`src/hdl/ecl_pkg.sv`:
```
// Constants shared by both ends of the external control latch bank.
// Assumes one 10 MHz core clock and octal I/O device addresses.
package ecl_pkg;

  // Number of latches and width of the line field.
  localparam int unsigned LINE_COUNT = 8;
  localparam int unsigned LINE_W     = 3;
  // Device address field width, octal 00 to 77.
  localparam int unsigned ADDR_W     = 6;
  // Output data width of the I/O bus.
  localparam int unsigned DATA_W     = 16;

  // Converter module address, octal 50 (range 50 to 57).
  localparam logic [5:0] DEV_ADDR       = 6'h28;
  // Block transfer controller address pair, octal 20 and 21.
  localparam logic [5:0] BIC_ADDR_START = 6'h10;
  localparam logic [5:0] BIC_ADDR_END   = 6'h11;
  // Lowest and highest legal controller address, octal 20 and 27.
  localparam logic [5:0] BIC_ADDR_MIN   = 6'h10;
  localparam logic [5:0] BIC_ADDR_MAX   = 6'h17;

  // Line codes with a fixed meaning toward the controller.
  localparam logic [2:0] LINE_BIC_OUT   = 3'h0;
  localparam logic [2:0] LINE_BIC_IN    = 3'h1;

  // Latch values after reset.
  localparam logic [7:0] LATCH_RESET    = 8'h00;

  // Timing: core clock period and the set command pulse length.
  localparam int unsigned CLK_PERIOD_NS = 100;
  localparam int unsigned SET_PULSE_NS  = 200;
  localparam int unsigned SET_PULSE_CYCLES =
    (SET_PULSE_NS + CLK_PERIOD_NS - 1) / CLK_PERIOD_NS;
  localparam logic [1:0] SET_PULSE_LAST =
    2'(SET_PULSE_CYCLES - 1);

endpackage

```
`src/hdl/ecl_io_if.sv`:
```
// Host I/O bus between the computer end and the latch bank.
// Assumes both ends run on the same clock; no clocking block.
`timescale 1ns/100ps
`default_nettype none
interface ecl_io_if;
  import ecl_pkg::*;
  // Set command strobe, held for the set pulse length.
  logic                ext_control_set_cmd;
  logic [LINE_W-1:0]   cmd_line;    // Line field of the command.
  logic [ADDR_W-1:0]   cmd_addr;    // Device address of the command.
  // Word output strobe toward any device, one cycle.
  logic                dout_stb;
  logic [ADDR_W-1:0]   dout_addr;   // Device address of the word.
  logic [DATA_W-1:0]   dout_data;   // Data word.
  // Latch outputs as seen by the host side wiring.
  logic [7:0]          ext_control_out;

  modport host (
    output ext_control_set_cmd,
    output cmd_line,
    output cmd_addr,
    output dout_stb,
    output dout_addr,
    output dout_data,
    input  ext_control_out
  );

  modport dev (
    input  ext_control_set_cmd,
    input  cmd_line,
    input  cmd_addr,
    output ext_control_out
  );
endinterface
`default_nettype wire

```
`src/hdl/ecl_host_io.sv`:
```
// Host end: issues set commands and the controller start sequence.
// Assumes sense inputs (controller busy, abnormal halt, receiving
// device busy) are synchronous to core_clk.
`timescale 1ns/100ps
`default_nettype none
module ecl_host_io
  import ecl_pkg::*;
(
  input  wire logic         core_clk,
  input  wire logic         rstn,
  ecl_io_if.host            io,
  input  wire logic         set_req,
  input  wire logic [2:0]   set_line,
  input  wire logic         chain_mode,
  input  wire logic         bic_start,
  input  wire logic [5:0]   bic_addr,
  input  wire logic [15:0]  bic_first,
  input  wire logic [15:0]  bic_last,
  input  wire logic         bic_busy,
  input  wire logic         bic_abnormal,
  input  wire logic         dev_busy,
  output logic              req_ready,
  output logic              order_error,
  output logic              bic_done,
  output logic              bic_error
);

  // Sequencer states; CMD holds the set strobe, then returns.
  typedef enum logic [3:0] {
    ECL_IDLE, ECL_CMD, ECL_WAIT_IDLE, ECL_LOAD_FIRST,
    ECL_LOAD_LAST, ECL_ENABLE, ECL_WAIT_DEV, ECL_CONNECT, ECL_RUN
  } ecl_host_state_e;

  ecl_host_state_e st_q, st_d, ret_q, ret_d;
  logic [1:0]  cnt_q, cnt_d;       // Strobe length counter.
  logic [2:0]  line_q, line_d;     // Line of the command in flight.
  logic [5:0]  addr_q, addr_d;     // Address of the command in flight.
  logic [5:0]  bic_q, bic_d;       // Controller start address.
  logic [2:0]  next_q, next_d;     // Expected line in chained mode.
  logic        cmd_q, cmd_d;
  logic        ds_q, ds_d;
  logic [5:0]  da_q, da_d;
  logic [15:0] dd_q, dd_d;
  logic        rdy_q, rdy_d, oe_q, oe_d, dn_q, dn_d, er_q, er_d;

  // Next-state logic for the whole sequencer.
  always_comb
  begin
    st_d = st_q;  ret_d = ret_q;  cnt_d = cnt_q;
    line_d = line_q;  addr_d = addr_q;  bic_d = bic_q;
    next_d = next_q;  cmd_d = 1'b0;  ds_d = 1'b0;
    da_d = da_q;  dd_d = dd_q;  oe_d = 1'b0;
    dn_d = 1'b0;  er_d = 1'b0;  rdy_d = 1'b0;
    case (st_q)
      ECL_IDLE:
      begin
        rdy_d = 1'b1;
        if (bic_start && rdy_q)
        begin
          rdy_d = 1'b0;
          bic_d = ((bic_addr >= BIC_ADDR_MIN) &&
                   (bic_addr < BIC_ADDR_MAX) && !bic_addr[0]) ?
                  bic_addr : BIC_ADDR_START;
          st_d = ECL_WAIT_IDLE;
        end
        else if (set_req && rdy_q)
        begin
          rdy_d = 1'b0;
          if (chain_mode && (set_line != next_q))
          begin
            oe_d = 1'b1;
          end
          else
          begin
            line_d = set_line;  addr_d = DEV_ADDR;
            next_d = set_line + 3'h1;
            cmd_d = 1'b1;  cnt_d = SET_PULSE_LAST;
            ret_d = ECL_IDLE;  st_d = ECL_CMD;
          end
        end
      end
      ECL_CMD:
      begin
        if (cnt_q != 2'h0)
        begin
          cmd_d = 1'b1;  cnt_d = cnt_q - 2'h1;
        end
        else
        begin
          st_d = ret_q;
        end
      end
      ECL_WAIT_IDLE:
        if (!bic_busy)
        begin
          line_d = 3'h0;  addr_d = bic_q + 6'h01;
          cmd_d = 1'b1;  cnt_d = SET_PULSE_LAST;
          ret_d = ECL_LOAD_FIRST;  st_d = ECL_CMD;
        end
      ECL_LOAD_FIRST:
      begin
        ds_d = 1'b1;  da_d = bic_q;  dd_d = bic_first;
        st_d = ECL_LOAD_LAST;
      end
      ECL_LOAD_LAST:
      begin
        ds_d = 1'b1;  da_d = bic_q + 6'h01;  dd_d = bic_last;
        st_d = ECL_ENABLE;
      end
      ECL_ENABLE:
      begin
        line_d = 3'h0;  addr_d = bic_q;
        cmd_d = 1'b1;  cnt_d = SET_PULSE_LAST;
        ret_d = ECL_WAIT_DEV;  st_d = ECL_CMD;
      end
      ECL_WAIT_DEV:
        if (!dev_busy)
        begin
          st_d = ECL_CONNECT;
        end
      ECL_CONNECT:
      begin
        line_d = LINE_BIC_OUT;  addr_d = DEV_ADDR;
        cmd_d = 1'b1;  cnt_d = SET_PULSE_LAST;
        ret_d = ECL_RUN;  st_d = ECL_CMD;
      end
      ECL_RUN:
        if (bic_abnormal)
        begin
          er_d = 1'b1;  st_d = ECL_IDLE;
        end
        else if (!bic_busy)
        begin
          dn_d = 1'b1;  st_d = ECL_IDLE;
        end
      default:
        st_d = ECL_IDLE;
    endcase
  end

  // Register stage only.
  always_ff @(posedge core_clk)
  begin
    if (!rstn)
    begin
      st_q <= ECL_IDLE;  ret_q <= ECL_IDLE;  cnt_q <= 2'h0;
      line_q <= 3'h0;  addr_q <= 6'h00;  bic_q <= BIC_ADDR_START;
      next_q <= 3'h0;  cmd_q <= 1'b0;  ds_q <= 1'b0;
      da_q <= 6'h00;  dd_q <= 16'h0000;  rdy_q <= 1'b0;
      oe_q <= 1'b0;  dn_q <= 1'b0;  er_q <= 1'b0;
    end
    else
    begin
      st_q <= st_d;  ret_q <= ret_d;  cnt_q <= cnt_d;
      line_q <= line_d;  addr_q <= addr_d;  bic_q <= bic_d;
      next_q <= next_d;  cmd_q <= cmd_d;  ds_q <= ds_d;
      da_q <= da_d;  dd_q <= dd_d;  rdy_q <= rdy_d;
      oe_q <= oe_d;  dn_q <= dn_d;  er_q <= er_d;
    end
  end

  assign io.ext_control_set_cmd = cmd_q;
  assign io.cmd_line  = line_q;
  assign io.cmd_addr  = addr_q;
  assign io.dout_stb  = ds_q;
  assign io.dout_addr = da_q;
  assign io.dout_data = dd_q;
  assign req_ready    = rdy_q;
  assign order_error  = oe_q;
  assign bic_done     = dn_q;
  assign bic_error    = er_q;

endmodule
`default_nettype wire

```
`src/flat_wrapper.sv`:
```
// flat-port wrapper written by rule: the top's interface ports become plain ports
module ecl_host_io_flat import ecl_pkg::*;
  (core_clk, rstn, set_req, set_line, chain_mode, bic_start, bic_addr, bic_first, bic_last, bic_busy, bic_abnormal, dev_busy, req_ready, order_error, bic_done, bic_error, io_ext_control_set_cmd, io_cmd_line, io_cmd_addr, io_dout_stb, io_dout_addr, io_dout_data, io_ext_control_out);
  ecl_io_if io_i ();
  input  wire logic core_clk;
  input  wire logic rstn;
  input  wire logic set_req;
  input  wire logic [2:0] set_line;
  input  wire logic chain_mode;
  input  wire logic bic_start;
  input  wire logic [5:0] bic_addr;
  input  wire logic [15:0] bic_first;
  input  wire logic [15:0] bic_last;
  input  wire logic bic_busy;
  input  wire logic bic_abnormal;
  input  wire logic dev_busy;
  output logic req_ready;
  output logic order_error;
  output logic bic_done;
  output logic bic_error;
  output wire logic [$bits(io_i.ext_control_set_cmd)-1:0] io_ext_control_set_cmd;
  output wire logic [$bits(io_i.cmd_line)-1:0] io_cmd_line;
  output wire logic [$bits(io_i.cmd_addr)-1:0] io_cmd_addr;
  output wire logic [$bits(io_i.dout_stb)-1:0] io_dout_stb;
  output wire logic [$bits(io_i.dout_addr)-1:0] io_dout_addr;
  output wire logic [$bits(io_i.dout_data)-1:0] io_dout_data;
  input wire logic [$bits(io_i.ext_control_out)-1:0] io_ext_control_out;
  assign io_ext_control_set_cmd = io_i.ext_control_set_cmd;
  assign io_cmd_line = io_i.cmd_line;
  assign io_cmd_addr = io_i.cmd_addr;
  assign io_dout_stb = io_i.dout_stb;
  assign io_dout_addr = io_i.dout_addr;
  assign io_dout_data = io_i.dout_data;
  assign io_i.ext_control_out = io_ext_control_out;
  ecl_host_io u_core (.core_clk(core_clk), .rstn(rstn), .io(io_i), .set_req(set_req), .set_line(set_line), .chain_mode(chain_mode), .bic_start(bic_start), .bic_addr(bic_addr), .bic_first(bic_first), .bic_last(bic_last), .bic_busy(bic_busy), .bic_abnormal(bic_abnormal), .dev_busy(dev_busy), .req_ready(req_ready), .order_error(order_error), .bic_done(bic_done), .bic_error(bic_error));
endmodule
```
`config.mk`:
```
export PLATFORM = sky130hd
export DESIGN_NAME = ecl_host_io_flat
export DESIGN_NICKNAME = d
export VERILOG_FILES = /design/src/hdl/ecl_pkg.sv /design/src/hdl/ecl_io_if.sv /design/src/hdl/ecl_host_io.sv /design/src/flat_wrapper.sv
export SDC_FILE = /design/constraint.sdc
export NUM_CORES = 1
export LEC_CHECK = 0
export BUFFER_PORTS_ARGS = -buffer_cell sky130_fd_sc_hd__buf_2
export CAP_MARGIN = 20
export CORE_MARGIN = 3
export CORE_UTILIZATION = 50
export DETAILED_ROUTE_END_ITERATION = 10
export GPL_TIMING_DRIVEN = 0
export HOLD_SLACK_MARGIN = 0.02
export PLACE_DENSITY = 0.85
export SLEW_MARGIN = 20
export SYNTH_ARGS = -nofsm -noshare
export SYNTH_HDL_FRONTEND = slang
export SYNTH_SLANG_ARGS = --single-unit
```
`constraint.sdc`:
```
create_clock -name core_clk -period 2.6 [get_ports core_clk]
set_clock_uncertainty 0.2 [all_clocks]
set_input_delay 0 -clock core_clk [delete_from_list [all_inputs] [get_ports core_clk]]
set_output_delay 0 -clock core_clk [all_outputs]
set_load 0.05 [all_outputs]
```
### Yosys cells after proc, flatten, opt, wreduce, memory -nomap -nowiden

Cells that the tools add are included.

* add/sub/neg operators: 3
* div/mod/pow operators: 0
* $mul: 0
* eq/ne operators: 19
* bitwise logic cells: 6
* shifts and indexed selects: 0
* $lt $le $gt $ge: 2
* multiplexer cells: 43
* reductions and logical operators: 24

Operator list (count)
* $mux 4: 12
* $pmux 16 s2: 1
* $pmux 4 s8: 1
* $mux 6: 5
* $pmux 6 s4: 1
* $eq 4x3->1 const B: 4
* $pmux 4 s4: 1
* $mux 3: 4
* $pmux 6 s2: 1
* $reduce_and 6->1: 2
* $mux 2: 5
* $ne 2x2->1 const B: 5
* $reduce_and 5->1: 2
* $mux 1: 9
* $pmux 3 s3: 1
* $eq 4x2->1 const B: 2
* $pmux 2 s4: 1
* $reduce_bool 4->1: 2
* $add 6x1->6 const B: 1
* $ge 6x5->1 const B: 1
* $lt 6x5->1 const B: 1
* $not 1->1: 6
* $reduce_or 3->1: 2
* $logic_and 1x1->1: 5
* 18 further kinds: 22

* output and inout bits: 37
* logic and storage cells: 112
* latch bits: 0
* ROM bits: 0
* register bits after elaboration: 56
* memories: 0
* input port bits: 57
* RAM bits: 0

### Longest topological paths before layout

Gate-level depths: netlist of run 1.

* word-level depth: 6
* gate-level depth with buffers: 7
* mapped depth without buffers: 6

### Least setup slack after synthesis of run 1

OpenSTA, ideal clock, no wires.

* kind: reg2reg
* start: reg u_core.rdy_q (netlist: u_core.req_ready)
* end: reg u_core.addr_q[5] (netlist: u_core.io.cmd_addr[5])
* cell stages (with the launch flop): 6
* library setup time: 0.128 ns
* required time: 2.272 ns
* arrival time: 1.968 ns
* clock period less this slack: 2.295 ns
* buffers on the path: 1
* path slack: 0.305 ns
* path through: dfxtp_1 -> nand3b_1 -> or4_4 -> a211o_1 -> buf_6 -> mux2i_1

* longest elaborated chain between the ends: 3
* elaborated cells on any way between the ends: 5
* classes of those cells: 2 x eq/ne; 3 x reduce/logical

RTL lines
* start: declaration: line ecl_host_io.sv:44 `logic rdy_q, rdy_d, oe_q, oe_d, dn_q, dn_d, er_q, er_d;`
* start signal: assignment: line ecl_host_io.sv:149 `da_q <= 6'h00; dd_q <= 16'h0000; rdy_q <= 1'b0;`
* start signal: assignment: line ecl_host_io.sv:157 `da_q <= da_d; dd_q <= dd_d; rdy_q <= rdy_d;`
* $logic_and 1x1->1, on equally long branches: line ecl_host_io.sv:58, ecl_host_io.sv:66
* $ne 2x2->1 (no source line) / $ne 2x1->1 (equally long branches)
* $reduce_and 5->1 (no source line) (*)
* end signal: assignment: line ecl_host_io.sv:155 `line_q <= line_d; addr_q <= addr_d; bic_q <= bic_d;`
* end: declaration: line ecl_host_io.sv:37 `logic [5:0] addr_q, addr_d;`

Mark *: on every way between the ends. The rest lies on a longest branch, timed or not.
A chain may end at the register's enable or synchronous reset.

### Worst setup path after layout of run 1

* start: reg u_core.rdy_q (netlist: u_core.req_ready)
* end: reg u_core.next_q[0]

* longest elaborated chain between the ends: 3
* elaborated cells on any way between the ends: 4
* classes of those cells: 1 x bitwise; 3 x reduce/logical

RTL lines
* $logic_and 1x1->1: line ecl_host_io.sv:58 `if (bic_start && rdy_q)`
* $not 1->1 (no source line)
* $reduce_and 4->1 (no source line) (*)
* end signal: assignment: line ecl_host_io.sv:156 `next_q <= next_d; cmd_q <= cmd_d; ds_q <= ds_d;`
* end: declaration: line ecl_host_io.sv:39 `logic [2:0] next_q, next_d;`

Marked as above.

==> run summary, run 1 <==
EDFF count, synth = 0
Num rows = 26
CP max stage cell = dlygate4sd3_1
DIE AREA = 6520 um2
Syn. warnings = 0
IR drop worst, VDD = 346 uV
Routability cong. = 0.911
Post-route ant nets = 0
Fin. Hold Viols = 0
Met2 WL post-DR = 4950 um
Critical Path Start = u_core.req_ready
Leak Pwr = 1.75 nW
Worst-Margin Slew = 0.719 ns
Fill cells = 326
# clock sinks = 56
WL/cell = 18.4 um
Initial core utilization = 53.3%
Post-DP HPWL = 5280 um
First drt pass iteration count = 5
Tot GR Track Use = 28.6%
Outcome = complete, no violations
Buffers on Ports = 84
Worst-case reg-to-reg path depth = 5
Critical Path End Type = flip-flop
CP delay by family, top = compound AO/OA/AOI/OAI gates
Setup crit start kind = flip-flop
Vias = 3132
Count leader, synth = dfxtp_1
Max Root-Sink Buffers = 2
Crit path kind = flip-flop to flip-flop
Final Setup Violations = 0
Synth Flop Type = dfxtp_1
Flop-to-flop setup slack = 0.1 ns
Root buf cell = clkbuf_8
Tcrit/Tclk final = 96.3%
Worst skew pair latency = 0.32 ns
Post-synthesis cell area = 2790 um2
Initial antenna violation count = 0
Antenna Cells = 0
Unique masters post-synth = 62
Hold Path Depth = 2
Drt drc = 0
Crit path largest cell delay = 0.60 ns
Setup WS pre-CTS = 0.434 ns
Nets = 507
M1 WL = 3450 um
GRT Residual Overflow = 0
WP data required = 2.66 ns
Worst R2R Start = u_core.req_ready
Via density = 6.05
Fmax = 0.399 GHz
Layout cells sized above 1 = 26.6%
Syn_area_per_cell = 9.10 um2
Commonest cells in the netlist = dfxtp_1 (56), mux2i_1 (30), nand2_1 (30), nor2_1 (28), a211oi_1 (17)
Chip width = 80.7 um
Crit path time final = 2.50 ns
Max FO, Critical Path = 7
Core area = 5240 um2
Cell area after layout = 3950 um2
Synth area leaders = dfxtp_1 (40%), mux2i_1 (11%), a211oi_1 (4.6%), nand2_1 (4.0%), nor2_1 (3.8%)
Clock edge transition at the registers on the reported setup and hold paths = 0.10 ns
First-pass GRT wire length = 14500 um
Top Metal Used = met4
Area Overhead vs Synth = 41.3%
Crit path depth = 5
Final core occ = 75.3%
Max-slew violations = 0
CTS tree = built
Top-area cell type share of the netlist area = 40.1%
Asr flop ratio synth = 0%
Net Count, Synth = 367
Max_cap viols = 0
Vias in the first global route = 3116
Post-Synthesis Cells = 307
DIE HEIGHT = 80.7 um
Met3 routed WL = 748 um
Pwr Density = 616 nW/um2
Area leader, netlist = dfxtp_1
Seq/Total Area, Yosys = 40.1%
Placed Area = 3300 um2
Worst path cell trace = nand2_1, o41ai_4, a21oi_1, a311oi_1, dlygate4sd3_1
I/O Pins = 94
Wirelength, routed = 9510 um
Slew HR = 51.4%
Largest net degree at the start of global routing = 17
Worst EP arrival = 2.57 ns
Reg2reg end = u_core.next_q[0]
CP bufs+invs = 1
Hold Crit Class = flip-flop to flip-flop
Worst setup path endpoint = u_core.next_q[0]
H-tree Lvls = 2
Setup WS post-layout = 0.0967 ns
Detailed Route Iter0 Violations = 473
Total CTS buffers = 5
Synthesis-stage register bit count = 56
==> worst min path at each step <==
stage                                      start                endpoint  slack, ns
after CTS                 u_core.io.dout_addr[1]  u_core.io.dout_addr[1]       0.26
after detailed placement            bic_abnormal         u_core.bic_done      -0.01
after floorplan                     bic_abnormal         u_core.bic_done      -0.12
final                      u_core.io.cmd_line[2]   u_core.io.cmd_line[2]       0.26
after global placement              bic_abnormal         u_core.bic_done      -0.01
after global routing       u_core.io.cmd_line[2]   u_core.io.cmd_line[2]       0.28
==> kinds of logic after synthesis <==
| kind of cell | share of synthesized area (%) |
|---|---|
| mux | 10.8 |
| compound gates | 19.4 |
| buf+inv | 4.79 |
| simple gates | 22.0 |
| fa+ha+maj | 1.34 |
| xor+xnor | 1.52 |
| flops | 40.1 |
==> repair_timing <==
item	in CTS	in global routing
setup buffers	0	1
hold buffers	50	0
endpoints found under the setup margin	0	11
endpoints found under the hold margin	36	0
gates resized for setup	0	14
==> routing by layer <==
layer / global-route usage, % / up-vias
met3: 5.76 / 47
met5: 0 / -
met4: 12.3 / 0
li1: - / 1409
met1: 32.6 / 1449
met2: 51.7 / 227
==> through the flow <==
stage,power [mW],setup TNS [ns],cells,hold WS (ns)
after floorplan,1.57,0,307,-0.124
after global placement,1.73,0,461,-0.0139
after detailed placement,1.75,0,461,-0.00958
after CTS,2.36,0,519,0.261
after global routing,2.52,-0.0292,518,0.281
final,2.43,0,518,0.260
==> flip-flops by register name, summed over array words and instances, names as in the netlist <==
name and cells:
u_core.io.cmd_addr 6, u_core.io.ext_control_set_cmd 1, u_core.io.dout_addr 6, u_core.st_q 4
u_core.order_error 1, u_core.ret_q 4, u_core.bic_error 1, u_core.req_ready 1
u_core.bic_q 6, u_core.io.dout_data 16, u_core.bic_done 1, u_core.io.cmd_line 3
u_core.cnt_q 2, u_core.next_q 3, u_core.io.dout_stb 1
==> power by group <==
group	internal [mW]	switching [mW]	total, mW
clock network	0.287	0.294	0.580
registers	0.928	0.0501	0.978
logic	0.334	0.539	0.873
total	1.55	0.882	2.43
==> cell usage in the layout, fill, tap and decap left out, drive strengths merged, types with 4 or more instances in the layout <==
master and instances:
a21oi 14, nand3b 6, nand2b 4, nor3 4, dfxtp 56, mux2i 30, buf 96, o21ai 4
dlygate4sd3 50, nand2 30, nor4b 4, nor2 28, and3 7, nand3 10, clkbuf 19, o22ai 4
a211oi 19, a21o 4
==> worst reg2reg max path: stages (launching register included) <==
cell,delay [ns]
dfxtp_1,0.46
nand2_1,0.21
o41ai_4,0.58
a21oi_1,0.15
a311oi_1,0.27
dlygate4sd3_1,0.60
==> cell type report <==
type / instances / area, um2 / share of cell area (%)
sequential: 56 / 1120 / 28.4
tap: 70 / 87.6 / 2.22
buffer: 24 / 119 / 3.01
multi-input combinational: 221 / 1570 / 39.7
clock buffer: 6 / 72.6 / 1.84
clock inverter: 2 / 35.0 / 0.888
inverter: 4 / 15.0 / 0.380
timing repair buffer: 135 / 928 / 23.5
(Power assumes the default switching activity.)
==> inputs of run 2 (changes only) <==
==> constraint.sdc (replaced) <==
create_clock -name core_clk -period 2.7 [get_ports core_clk]
set_clock_uncertainty 0.2 [all_clocks]
set_input_delay 0 -clock core_clk [delete_from_list [all_inputs] [get_ports core_clk]]
set_output_delay 0 -clock core_clk [all_outputs]
set_load 0.05 [all_outputs]
==> run summary, run 2 (synthesis results as in run 1) <==
Leading cell type in the layout, fill and taps excluded = buf_2
Final Setup Violations = 0
Worst path cell trace = buf_2, nor4bb_1, buf_4, buf_6, mux2i_1, a211oi_1, dlygate4sd3_1
RSZ-0062 raised after global routing = no
Core area = 5240 um2
Postcts setup bufs = 0
Worst skew pair latency = 0.32 ns
Max-slew violations = 0
Routability cong. = 0.911
Worst EP arrival = 2.70 ns
Setup crit start kind = flip-flop
Clock edge transition at the registers on the reported setup and hold paths = 0.10 ns
Layout cells sized above 1 = 25.7%
I/O Pins = 94
Most used routing layer = met2
Wirelength, routed = 9280 um
Initial core utilization = 53.3%
H-tree Lvls = 2
Most frequent cells in the layout = buf_2 (92), dfxtp_1 (56), dlygate4sd3_1 (50)
WP data required = 2.75 ns
DIE AREA = 6520 um2
Post-route ant nets = 0
Drt drc = 0
Met1 Usage GRT = 33.7%
Fin. Hold Viols = 0
Via density = 5.91
Max_cap viols = 0
Hold Crit Class = flip-flop to flip-flop
Critical Path End Type = flip-flop
Nets = 506
CTS tree = built
Area Overhead vs Synth = 40.6%
Chip width = 80.7 um
Outcome = complete, no violations
Max Root-Sink Buffers = 2
GR Layer Usage met3 = 6.21%
Final Total Pwr = 2.31 mW
Crit path largest cell delay = 0.64 ns
Pwr Density = 589 nW/um2
Max FFs per register = 16
Vias = 3053
Crit path time final = 2.65 ns
Root buf cell = clkbuf_8
Initial antenna violation count = 0
Global routing usage on met2 = 53.0%
Max FO, Critical Path = 10
Setup Total Neg Slack = 0 ns
First drt pass iteration count = 7
Total CTS buffers = 5
Tcrit/Tclk final = 98.1%
Crit path kind = flip-flop to flip-flop
Num rows = 26
Fill cells = 336
Buffers on Ports = 84
# clock sinks = 56
Tot GR Track Use = 29.7%
Antenna Cells = 0
Slew HR = 49.2%
First-pass GRT wire length = 14900 um
Post-DP HPWL = 5280 um
Fmax = 0.378 GHz
DIE HEIGHT = 80.7 um
Largest net degree at the start of global routing = 17
Vias in the first global route = 3079
GRT Residual Overflow = 0
Leak Pwr = 1.74 nW
WL/cell = 17.9 um
IR drop worst, VDD = 400 uV
Detailed Route Iter0 Violations = 248
Worst-Margin Slew = 0.752 ns
CP max stage cell = dlygate4sd3_1
-- run 2: worst paths after layout --
path,start,slack (ns),to,cells past startpoint
max,u_core.st_q[2],0.05,u_core.io.dout_data[3],7
min,u_core.io.cmd_line[2],0.26,u_core.io.cmd_line[2],2
max reg2reg,u_core.st_q[2],0.05,u_core.io.dout_data[3],7
min reg2reg,u_core.io.cmd_line[2],0.26,u_core.io.cmd_line[2],2
-- run 2: final cells by class --
class	instances	area (um2)	area share [%]
multi-input combinational	221	1550	39.5
timing repair buffer	134	921	23.5
clock inverter	2	35.0	0.892
tap	70	87.6	2.23
clock buffer	6	72.6	1.85
sequential	56	1120	28.6
buffer	24	124	3.15
inverter	4	15.0	0.382
-- run 2: per-stage QoR --
step	worst slack [ns]	cell area (um2)	utilization, %	std cells	hold slack [ns]
2_1_floorplan	0.405	2790	-	307	-0.124
3_3_place_gp	0.594	3300	63.0	461	-0.0139
3_5_place_dp	0.534	3300	63.0	461	-0.00958
4_1_cts	0.0563	3910	74.6	519	0.261
5_1_grt	0.00654	3930	75.0	517	0.280
6_report	0.0517	3930	75.0	517	0.258
-- run 2: repair_timing --
item	in CTS	in global routing
hold buffers	50	0
resized for setup	0	14
endpoints found under the setup margin	0	17
hold endpoints to repair	36	0
-- run 2: report_power, final --
part / internal (mW) / switching, mW
registers: 0.893 / 0.0456
clock network: 0.276 / 0.282
logic: 0.315 / 0.500
total: 1.48 / 0.827
-- run 2: worst max-delay path: cells and delay by family (launching register included) --
kind / cells / cell delay, ns
AOI/OAI and AO/OA: 1 / 0.34
and+or+nand+nor: 1 / 0.29
DFF: 1 / 0.37
muxes: 1 / 0.09
buffers and inverters: 4 / 1.29
-- run 2: routing by layer --
layer | wire length [um] | vias to the layer above | part of all wire, %
li1 | - | 1403 | -
met1 | 3480 | 1446 | 38
met2 | 4790 | 169 | 52
met3 | 661 | 35 | 7.1
met4 | 345 | 0 | 3.7
met5 | 0 | - | 0
